$ cat src/logic/incdec_pkg.sv
// Purpose: Shared constants for the decimal-adjust / inc / dec / power-down unit
// Assumes: 32-bit APB data, one register per aligned word
// Notes:   Offsets, field positions, reset values and operation codes live here
package incdec_pkg;

    // Register byte offsets
    localparam logic [7:0] ACCUM_OFS  = 8'h00;
    localparam logic [7:0] DATA_OFS   = 8'h04;
    localparam logic [7:0] FLAGS_OFS  = 8'h08;
    localparam logic [7:0] CMD_OFS    = 8'h0C;
    localparam logic [7:0] WATCHDOG_OFS = 8'h10;
    localparam logic [7:0] STATUS_OFS = 8'h14;

    // Flag register field positions
    localparam int CARRY_BIT = 0;
    localparam int AUX_BIT   = 1;
    localparam int ZERO_BIT  = 2;
    localparam int PWRDN_BIT = 3;
    localparam int TMO_BIT   = 4;

    // Status register field positions
    localparam int HALTED_BIT = 0;

    // Reset values
    localparam logic [7:0] ACCUM_RST = 8'h00;
    localparam logic [7:0] DATA_RST = 8'h00;

    // Decimal adjust constants
    localparam logic [3:0] NIBBLE_MAX = 4'h9;
    localparam logic [7:0] CORR_NONE  = 8'h00;
    localparam logic [7:0] CORR_LOW   = 8'h06;
    localparam logic [7:0] CORR_HIGH  = 8'h60;
    localparam logic [7:0] CORR_BOTH  = 8'h66;
    localparam logic [7:0] ONE        = 8'h01;

    // Operation codes written to the command register
    typedef enum logic [2:0] {
        OP_NOP                         = 3'h0,
        OP_DECIMAL_ADJUST_OP           = 3'h1,
        OP_DECREMENT_IN_PLACE_OP       = 3'h2,
        OP_DECREMENT_TO_ACCUMULATOR_OP = 3'h3,
        OP_INCREMENT_IN_PLACE_OP       = 3'h4,
        OP_POWER_DOWN_OP               = 3'h5
    } op_t;

    // Core mode; single bit so the path is Gray by construction
    typedef enum logic {
        MODE_RUN    = 1'b0,
        MODE_HALTED = 1'b1
    } mode_t;

endpackage

$ cat src/logic/alu_if.sv
// Purpose: Carries operands and results between the core and its arithmetic unit
// Assumes: Purely combinational path inside one clock domain
// Notes:   core drives operands, unit returns results
`timescale 1ns/10ps
interface alu_if;
    incdec_pkg::op_t op;
    logic [7:0]      accumulator;
    logic [7:0]      memByte;
    logic            carryIn;
    logic            auxiliaryCarryFlag;
    logic [7:0]      result;
    logic            carryOut;
    logic            zeroOut;
    logic            lowAdjust;
    logic            highAdjust;

    modport core (output op, accumulator, memByte, carryIn, auxiliaryCarryFlag,
                  input result, carryOut, zeroOut, lowAdjust, highAdjust);
    modport unit (input op, accumulator, memByte, carryIn, auxiliaryCarryFlag,
                  output result, carryOut, zeroOut, lowAdjust, highAdjust);
endinterface

$ cat src/logic/incdec_alu.sv
// Purpose: Combinational arithmetic for decimal adjust, increment and decrement
// Assumes: Operands are stable for the whole cycle in which a command fires
// Notes:   No state; the core decides where the result is written
`timescale 1ns/10ps
module incdec_alu (
    alu_if.unit bus
);

    // Nibble above nine, used for both digits
    function automatic logic overNine(input logic [3:0] nib);
        overNine = nib > incdec_pkg::NIBBLE_MAX;
    endfunction

    logic [7:0] corr;
    logic [8:0] sum;

    // Pick the correction and form the result for each operation
    always_comb begin
        bus.lowAdjust  = overNine(bus.accumulator[3:0]) | bus.auxiliaryCarryFlag;
        bus.highAdjust = overNine(bus.accumulator[7:4]) | bus.carryIn;
        case ({bus.highAdjust, bus.lowAdjust})
            2'b01:   corr = incdec_pkg::CORR_LOW;
            2'b10:   corr = incdec_pkg::CORR_HIGH;
            2'b11:   corr = incdec_pkg::CORR_BOTH;
            default: corr = incdec_pkg::CORR_NONE;
        endcase
        sum          = {1'b0, bus.accumulator} + {1'b0, corr};
        bus.carryOut = bus.carryIn;
        case (bus.op)
            incdec_pkg::OP_DECIMAL_ADJUST_OP: begin
                bus.result   = sum[7:0];
                // Carry chains multi-byte BCD sums; it never clears here
                bus.carryOut = bus.carryIn | bus.highAdjust | sum[8];
            end
            incdec_pkg::OP_DECREMENT_IN_PLACE_OP,
            incdec_pkg::OP_DECREMENT_TO_ACCUMULATOR_OP: begin
                bus.result = bus.memByte - incdec_pkg::ONE;
            end
            incdec_pkg::OP_INCREMENT_IN_PLACE_OP: begin
                bus.result = bus.memByte + incdec_pkg::ONE;
            end
            default: begin
                bus.result = bus.memByte;
            end
        endcase
        bus.zeroOut = (bus.result == 8'h00);
    end

endmodule // incdec_alu

$ cat src/logic/decimal_adjust_incdec_halt_exec.sv
// Purpose: Executes decimal adjust, decrement, increment and power-down over APB
// Assumes: APB slave with zero wait states; clk 25 MHz; rst asynchronous high
// Notes:   The data byte register stands in for the addressed data memory byte
// Operation
// - Low nibble over nine or aux: add six
// - High nibble over nine or carry: add six
// - Add 00H/06H/60H/66H, store into data byte
// - Decimal adjust touches only carry, sets on overflow
// - Decrement data byte in place, update zero
// - Decrement into accumulator, data byte unchanged
// - Power-down stops execution and system clock
// - Contents kept while powered down; APB writes to accumulator, data byte and flags are still taken while halted
// - Power-down clears watchdog counter and prescaler
// - Power-down sets power-down flag, clears timeout
// - Increment data byte in place
//
// Decided for this implementation: the placing of the registers and register access over APB.
`timescale 1ns/10ps
module decimal_adjust_incdec_halt_exec #(
    parameter int WATCHDOG_WIDTH = 8,
    parameter int PRESC_WIDTH = 8
) (
    input  wire logic        clk,
    input  wire logic        rst,
    input  wire logic        psel,
    input  wire logic        penable,
    input  wire logic        pwrite,
    input  wire logic [7:0]  paddr,
    input  wire logic [31:0] pwdata,
    output logic      [31:0] prdata,
    output logic             pready,
    output logic             pslverr,
    input  wire logic        wakeUp,
    output logic             sysClkOn,
    output logic             powerDownFlag,
    output logic             timeoutFlag
);

    typedef struct packed {
        incdec_pkg::mode_t      mode;
        logic [7:0]             accumulator;
        logic [7:0]             dataByte;
        logic                   carry;
        logic                   auxiliaryCarryFlag;
        logic                   zero;
        logic                   powerDownFlag;
        logic                   timeoutFlag;
        logic [WATCHDOG_WIDTH-1:0] watchdogCounter;
        logic [PRESC_WIDTH-1:0] prescaler;
        logic [31:0]            readData;
    } state_t;

    state_t state_reg;
    state_t state_next;

    alu_if aluBus ();

    incdec_alu u_alu (
        .bus (aluBus.unit)
    );

    // Address decode shared by the write strobe and the error answer
    function automatic logic mapped(input logic [7:0] a);
        mapped = (a == incdec_pkg::ACCUM_OFS) || (a == incdec_pkg::DATA_OFS) ||
                 (a == incdec_pkg::FLAGS_OFS) || (a == incdec_pkg::CMD_OFS) ||
                 (a == incdec_pkg::WATCHDOG_OFS) || (a == incdec_pkg::STATUS_OFS);
    endfunction

    logic            setupPhase;
    logic            writeDone;
    logic            cmdWrite;
    logic            cmdFire;
    incdec_pkg::op_t cmdOp;
    logic            wdtWrap;

    // Bus phases; zero wait states so every access completes at once
    assign setupPhase = psel & ~penable;
    assign writeDone  = psel & penable & pwrite & mapped(paddr);
    assign cmdWrite   = writeDone & (paddr == incdec_pkg::CMD_OFS);
    assign cmdOp      = incdec_pkg::op_t'(pwdata[2:0]);
    // Commands are ignored while halted: no fetch, no execution
    assign cmdFire    = cmdWrite & (state_reg.mode == incdec_pkg::MODE_RUN);
    assign wdtWrap    = (&state_reg.prescaler) & (&state_reg.watchdogCounter);

    // Operands for the arithmetic unit come straight from the registers
    assign aluBus.op                 = cmdOp;
    assign aluBus.accumulator        = state_reg.accumulator;
    assign aluBus.memByte            = state_reg.dataByte;
    assign aluBus.carryIn            = state_reg.carry;
    assign aluBus.auxiliaryCarryFlag = state_reg.auxiliaryCarryFlag;

    // Next-state logic: watchdog, register writes, command execution, read capture
    always_comb begin
        state_next = state_reg;
        // Watchdog runs off the system clock, so it freezes while halted
        if (state_reg.mode == incdec_pkg::MODE_RUN) begin
            state_next.prescaler = state_reg.prescaler + 1'b1;
            if (&state_reg.prescaler) begin
                state_next.watchdogCounter = state_reg.watchdogCounter + 1'b1;
            end
            if (wdtWrap) begin
                state_next.timeoutFlag = 1'b1;
            end
        end
        // Plain register writes; flag writes only reach the arithmetic flags
        if (writeDone && !cmdWrite) begin
            case (paddr)
                incdec_pkg::ACCUM_OFS: state_next.accumulator = pwdata[7:0];
                incdec_pkg::DATA_OFS: state_next.dataByte    = pwdata[7:0];
                incdec_pkg::FLAGS_OFS: begin
                    state_next.carry              = pwdata[incdec_pkg::CARRY_BIT];
                    state_next.auxiliaryCarryFlag = pwdata[incdec_pkg::AUX_BIT];
                    state_next.zero               = pwdata[incdec_pkg::ZERO_BIT];
                end
                default: begin
                end
            endcase
        end
        // Command execution
        if (cmdFire) begin
            case (cmdOp)
                incdec_pkg::OP_DECIMAL_ADJUST_OP: begin
                    state_next.dataByte = aluBus.result;
                    state_next.carry    = aluBus.carryOut;
                end
                incdec_pkg::OP_DECREMENT_IN_PLACE_OP: begin
                    state_next.dataByte = aluBus.result;
                    state_next.zero     = aluBus.zeroOut;
                end
                incdec_pkg::OP_DECREMENT_TO_ACCUMULATOR_OP: begin
                    state_next.accumulator = aluBus.result;
                    state_next.zero        = aluBus.zeroOut;
                end
                incdec_pkg::OP_INCREMENT_IN_PLACE_OP: begin
                    state_next.dataByte = aluBus.result;
                    state_next.zero     = aluBus.zeroOut;
                end
                incdec_pkg::OP_POWER_DOWN_OP: begin
                    state_next.mode            = incdec_pkg::MODE_HALTED;
                    state_next.watchdogCounter = '0;
                    state_next.prescaler       = '0;
                    state_next.powerDownFlag   = 1'b1;
                    state_next.timeoutFlag     = 1'b0;
                end
                default: begin
                end
            endcase
        end
        // Wake only restarts the clock; contents are left as they were
        if (state_reg.mode == incdec_pkg::MODE_HALTED && wakeUp) begin
            state_next.mode = incdec_pkg::MODE_RUN;
        end
        // Read data is captured in setup so it stands through the access phase
        if (setupPhase) begin
            state_next.readData = 32'h0000_0000;
            case (paddr)
                incdec_pkg::ACCUM_OFS: state_next.readData[7:0] = state_reg.accumulator;
                incdec_pkg::DATA_OFS: state_next.readData[7:0] = state_reg.dataByte;
                incdec_pkg::FLAGS_OFS: begin
                    state_next.readData[incdec_pkg::CARRY_BIT] = state_reg.carry;
                    state_next.readData[incdec_pkg::AUX_BIT]   = state_reg.auxiliaryCarryFlag;
                    state_next.readData[incdec_pkg::ZERO_BIT]  = state_reg.zero;
                    state_next.readData[incdec_pkg::PWRDN_BIT] = state_reg.powerDownFlag;
                    state_next.readData[incdec_pkg::TMO_BIT]   = state_reg.timeoutFlag;
                end
                incdec_pkg::WATCHDOG_OFS: begin
                    state_next.readData[15:0] = {8'(state_reg.watchdogCounter),
                                                 8'(state_reg.prescaler)};
                end
                incdec_pkg::STATUS_OFS: begin
                    state_next.readData[incdec_pkg::HALTED_BIT] =
                        (state_reg.mode == incdec_pkg::MODE_HALTED);
                end
                default: begin
                end
            endcase
        end
    end

    // Single register bank for all state
    always_ff @(posedge clk or posedge rst) begin
        if (rst) begin
            state_reg                    <= '0;
            state_reg.mode               <= incdec_pkg::MODE_RUN;
            state_reg.accumulator        <= incdec_pkg::ACCUM_RST;
            state_reg.dataByte           <= incdec_pkg::DATA_RST;
        end else begin
            state_reg <= state_next;
        end
    end

    // Outputs; unmapped addresses answer with an error and read zero
    assign pready        = 1'b1;
    assign pslverr       = psel & penable & ~mapped(paddr);
    assign prdata        = state_reg.readData;
    assign sysClkOn      = (state_reg.mode == incdec_pkg::MODE_RUN);
    assign powerDownFlag = state_reg.powerDownFlag;
    assign timeoutFlag   = state_reg.timeoutFlag;

    // Helper views for the checks below
    logic [7:0] accNow;
    logic [7:0] dataNow;
    logic [3:0] accLow;
    logic [3:0] accHigh;
    logic       lowCond;
    logic       highCond;
    logic       anyWrite;
    logic       halted;
    assign accNow   = state_reg.accumulator;
    assign dataNow  = state_reg.dataByte;
    assign accLow   = state_reg.accumulator[3:0];
    assign accHigh  = state_reg.accumulator[7:4];
    assign lowCond  = (accLow > 4'h9) | state_reg.auxiliaryCarryFlag;
    assign highCond = (accHigh > 4'h9) | state_reg.carry;
    assign anyWrite = psel & penable & pwrite;
    assign halted   = (state_reg.mode == incdec_pkg::MODE_HALTED);
endmodule // decimal_adjust_incdec_halt_exec

$ cat config.mk
export PLATFORM = sky130hd
export DESIGN_NAME = decimal_adjust_incdec_halt_exec
export DESIGN_NICKNAME = d
export VERILOG_FILES = /design/src/logic/incdec_pkg.sv /design/src/logic/alu_if.sv /design/src/logic/incdec_alu.sv /design/src/logic/decimal_adjust_incdec_halt_exec.sv
export SDC_FILE = /design/constraint.sdc
export NUM_CORES = 1
export LEC_CHECK = 0
export ABC_AREA = 1
export BUFFER_PORTS_ARGS = -buffer_cell sky130_fd_sc_hd__buf_2
export CAP_MARGIN = 40
export CORE_ASPECT_RATIO = 2
export CORE_MARGIN = 2
export CORE_UTILIZATION = 40
export DETAILED_ROUTE_END_ITERATION = 6
export GPL_TIMING_DRIVEN = 0
export PLACE_DENSITY = 0.6
export SLEW_MARGIN = 0
export SYNTH_ARGS = -nofsm -noshare
export SYNTH_HDL_FRONTEND = slang
export SYNTH_SLANG_ARGS = --single-unit
export TNS_END_PERCENT = 30
$ cat constraint.sdc
create_clock -name clk -period 5.5 [get_ports clk]
set_clock_uncertainty 0.1 [all_clocks]
set_input_delay 0.275 -clock clk [delete_from_list [all_inputs] [get_ports clk]]
set_output_delay 0.275 -clock clk [all_outputs]
set_load 0.01 [all_outputs]
==> results.json <==
{
  "vias_per_cell": 4.97,
  "dr.pass1.iters": 4,
  "slowest_stage": "dfrtp_1",
  "drive_gt1_frac": 0.176,
  "crit_arrival_ns": 2.71,
  "worst_ep_required_time_ns": 5.65,
  "synth_top_area_frac": 0.336,
  "grt-ovfl-total": 0,
  "cts_setup_buffers": 0,
  "ios": 83,
  "syn_avg_cell_area_sq_um": 6.89,
  "hold_buffers": 1,
  "clock_latency_ns": 0.30,
  "min_period_ns": 2.57,
  "cts_buffers": 5,
  "path_max_fanout": 5,
  "drtAntennaViolNets": 0,
  "n_antenna_cell": 0,
  "ys_seq_area_frac": 0.336,
  "portBuffers": 41,
  "net-switching-power_mw": 0.318,
  "fin_tns_setup_ns": 0,
  "largest_reg_flops": 17,
  "synth_area_sq_um": 4020,
  "combPwrFrac": 0.187,
  "die_h_um": 146,
  "cp_num_buf_inv": 0,
  "cpMostUsedCell": "nand2_1",
  "status": "finished clean",
  "root_buffer": "clkbuf_16",
  "cts-resized-gates": 0,
  "hold_end": "halted",
  "slew_viol_final": 0,
  "area_delta_synth_final_pct": 15.6,
  "timing.fmax_mhz": 390,
  "synth_top_cell_by_area": "dfrtp_1",
  "wl_per_cell_um": 15.3,
  "synthFlopType": "dfrtp_1",
  "n_fill_cell": 1038,
  "cp_slowest_stage_delay_ns": 0.44,
  "reg2reg_depth": 12,
  "ys_ff_latch": 54,
  "hold_depth": 2,
  "drt_iter0_drc": 269,
  "clk_path_buf_depth": 2,
  "swShare": 0.308,
  "dpl_cell_area_sq_um": 4470,
  "stdcell_area_sq_um": 4640,
  "async_reset_ff_frac": 1.00,
  "ir_drop_mv": 0.119,
  "route.vias.total": 3884,
  "r2r_start": "accNow[1]",
  "r2r-end": "state_reg[50]",
  "h-tree-depth": 2,
  "grt_max_degree": 31,
  "rsz0062_at_grt": "false",
  "die_area_sq_um": 10900,
  "layout.nets": 708,
  "synth_cell_type_count": 38,
  "timing.reg2reg.setup_slack_ns": 2.93,
  "initial_utilization": 0.412,
  "fp.dieW_um": 74.9,
  "yosysMostFrequentCell": "nand2_1",
  "timing_hold_violations_final": 0,
  "grt_pass1_wl_um": 19000,
  "path_clk_slew_ns": 0.07,
  "cp_cell_sequence": "o21ai_0 > nand2_1 > ha_1 > fa_1 > or2_2 > nand3_1 > nand3_1 > nor2_1 > nand2_1 > nor2_1 > nand4_1 > nand2_1",
  "synth_commonest_cells": "nand2_1 (152), inv_1 (85), dfrtp_1 (54)",
  "finalSetupViolCount": 0,
  "leakagePower_nw": 2.52,
  "crit_path_end_kind": "flip-flop",
  "p_int_mw": 0.712,
  "total_power_mw": 1.03,
  "synth_edf_count": 0,
  "cts.sink_count": 54,
  "hold_class": "input pin to flip-flop",
  "cts_tree": "yes",
  "crit_type": "flip-flop to flip-flop",
  "grt_usage": 0.230,
  "maxCapViolCount": 0,
  "core_area_sq_um": 9760,
  "timing.final.crit_share": 0.467,
  "drt-total-wl_um": 11900,
  "critical-path-top-delay-family": "simple AND/OR/NAND/NOR gates",
  "power.share.clock": 0.366,
  "antenna_found_initial": 0,
  "ys_warn_count": 0,
  "maxSlewHeadroom": 0.562,
  "grt_pass1_vias": 3813,
  "netlist_instances": 583,
  "dp_hpwl_um": 9700,
  "ys_top_cells_by_area": "dfrtp_1 (34%), nand2_1 (14%), inv_1 (7.9%), nand3_1 (6.6%), buf_4 (6.2%)",
  "drc_errors": 0,
  "seq_power_share": 0.447,
  "hp-start": "wakeUp",
  "p_per_area_nw_per_um2": 222,
  "start_kind": "flip-flop",
  "worst_slew_pin_slew_ns": 0.652,
  "rows": 51,
  "gp_routability_congestion": 0.944
}
==> worst reg2reg max path, delay by kind of cell, from the launching register on <==
family,cells,cell delay (ns)
adder cells (fa/ha/maj),2,0.62
flip-flops,1,0.44
AND/OR/NAND/NOR,9,1.17
AO/OA/AOI/OAI,1,0.18
==> power groups by stage <==
stage / Sequential, mW / Clock [mW] / Combinational (mW)
3_3_place_gp: 0.467 / 0 / 0.182
3_5_place_dp: 0.467 / 0 / 0.188
6_report: 0.460 / 0.377 / 0.193
5_1_grt: 0.465 / 0.397 / 0.220
4_1_cts: 0.459 / 0.381 / 0.191
2_1_floorplan: 0.457 / 0 / 0.137
==> placed cells by master (no fill, tap or decap), types with 4 or more instances in the layout <==
master and instances:
inv_1 84, nand2_2 4, a21oi_1 14, conb_1 17
o22ai_1 4, ha_1 12, xor2_1 7, dfrtp_1 54
or2_2 6, nand3b_1 4, o2111ai_1 4, nand4_1 9
o21ai_0 37, nor3_1 11, clkbuf_1 7, clkbuf_16 5
o31ai_1 7, buf_4 33, nand3_1 53, nor2_4 4
nand2_1 152, inv_2 5, nor2_1 43, buf_2 44
nand3_2 6
==> how the worst max path moves through the flow <==
| stage | startpoint | slack, ns | end | depth (start not counted) |
|---|---|---|---|---|
| finish | accNow[1] | 2.93 | state_reg[50] | 12 |
| floorplan | accNow[2] | 3.19 | accNow[3] | 10 |
| global route | accNow[1] | 2.67 | state_reg[50] | 12 |
| CTS | accNow[1] | 2.92 | state_reg[50] | 12 |
| global placement | accNow[1] | 2.92 | state_reg[50] | 12 |
| detailed placement | accNow[1] | 2.93 | accNow[3] | 10 |
==> logic make-up (layout without fill, tap and decap cells) <==
logic type / Yosys count / count (layout) / share of synthesized area
other: 2 / 17 / 0.00187
flip-flops: 54 / 54 / 0.336
AO/OA/AOI/OAI: 75 / 75 / 0.108
buffers and inverters: 135 / 186 / 0.160
adder cells (fa/ha/maj): 14 / 14 / 0.0473
AND/OR/NAND/NOR: 295 / 295 / 0.330
XOR/XNOR: 8 / 8 / 0.0174
==> cell type report <==
| type | count | area, sq um | share of cell area |
|---|---|---|---|
| repair buffers | 43 | 235 | 0.0506 |
| flip-flops and latches | 54 | 1350 | 0.291 |
| clock buffers | 5 | 125 | 0.0269 |
| well taps | 132 | 165 | 0.0356 |
| multi-input cells | 409 | 2080 | 0.448 |
| plain buffers | 44 | 300 | 0.0647 |
| clock inverters | 3 | 43.8 | 0.00943 |
| inverters | 91 | 342 | 0.0735 |
==> metal layers <==
layer / vias up / wire [um] / global-route usage
met1: 1817 / 4160 / 0.227
met2: 93 / 6850 / 0.438
li1: 1941 / - / -
met5: - / 0 / 0
met3: 33 / 271 / 0.0208
met4: 0 / 646 / 0.121
==> per-stage QoR <==
step,std cells,worst slack [ns],hold WS (ns),utilization
after floorplan,598,3.19,0.271,-
after global placement,771,2.92,0.362,0.455
after detailed placement,772,2.93,0.283,0.457
after CTS,781,2.92,0.0486,0.476
after global routing,781,2.67,0.0626,0.476
final,781,2.93,0.0454,0.476
Note: power is estimated with default switching activity, not from simulation.
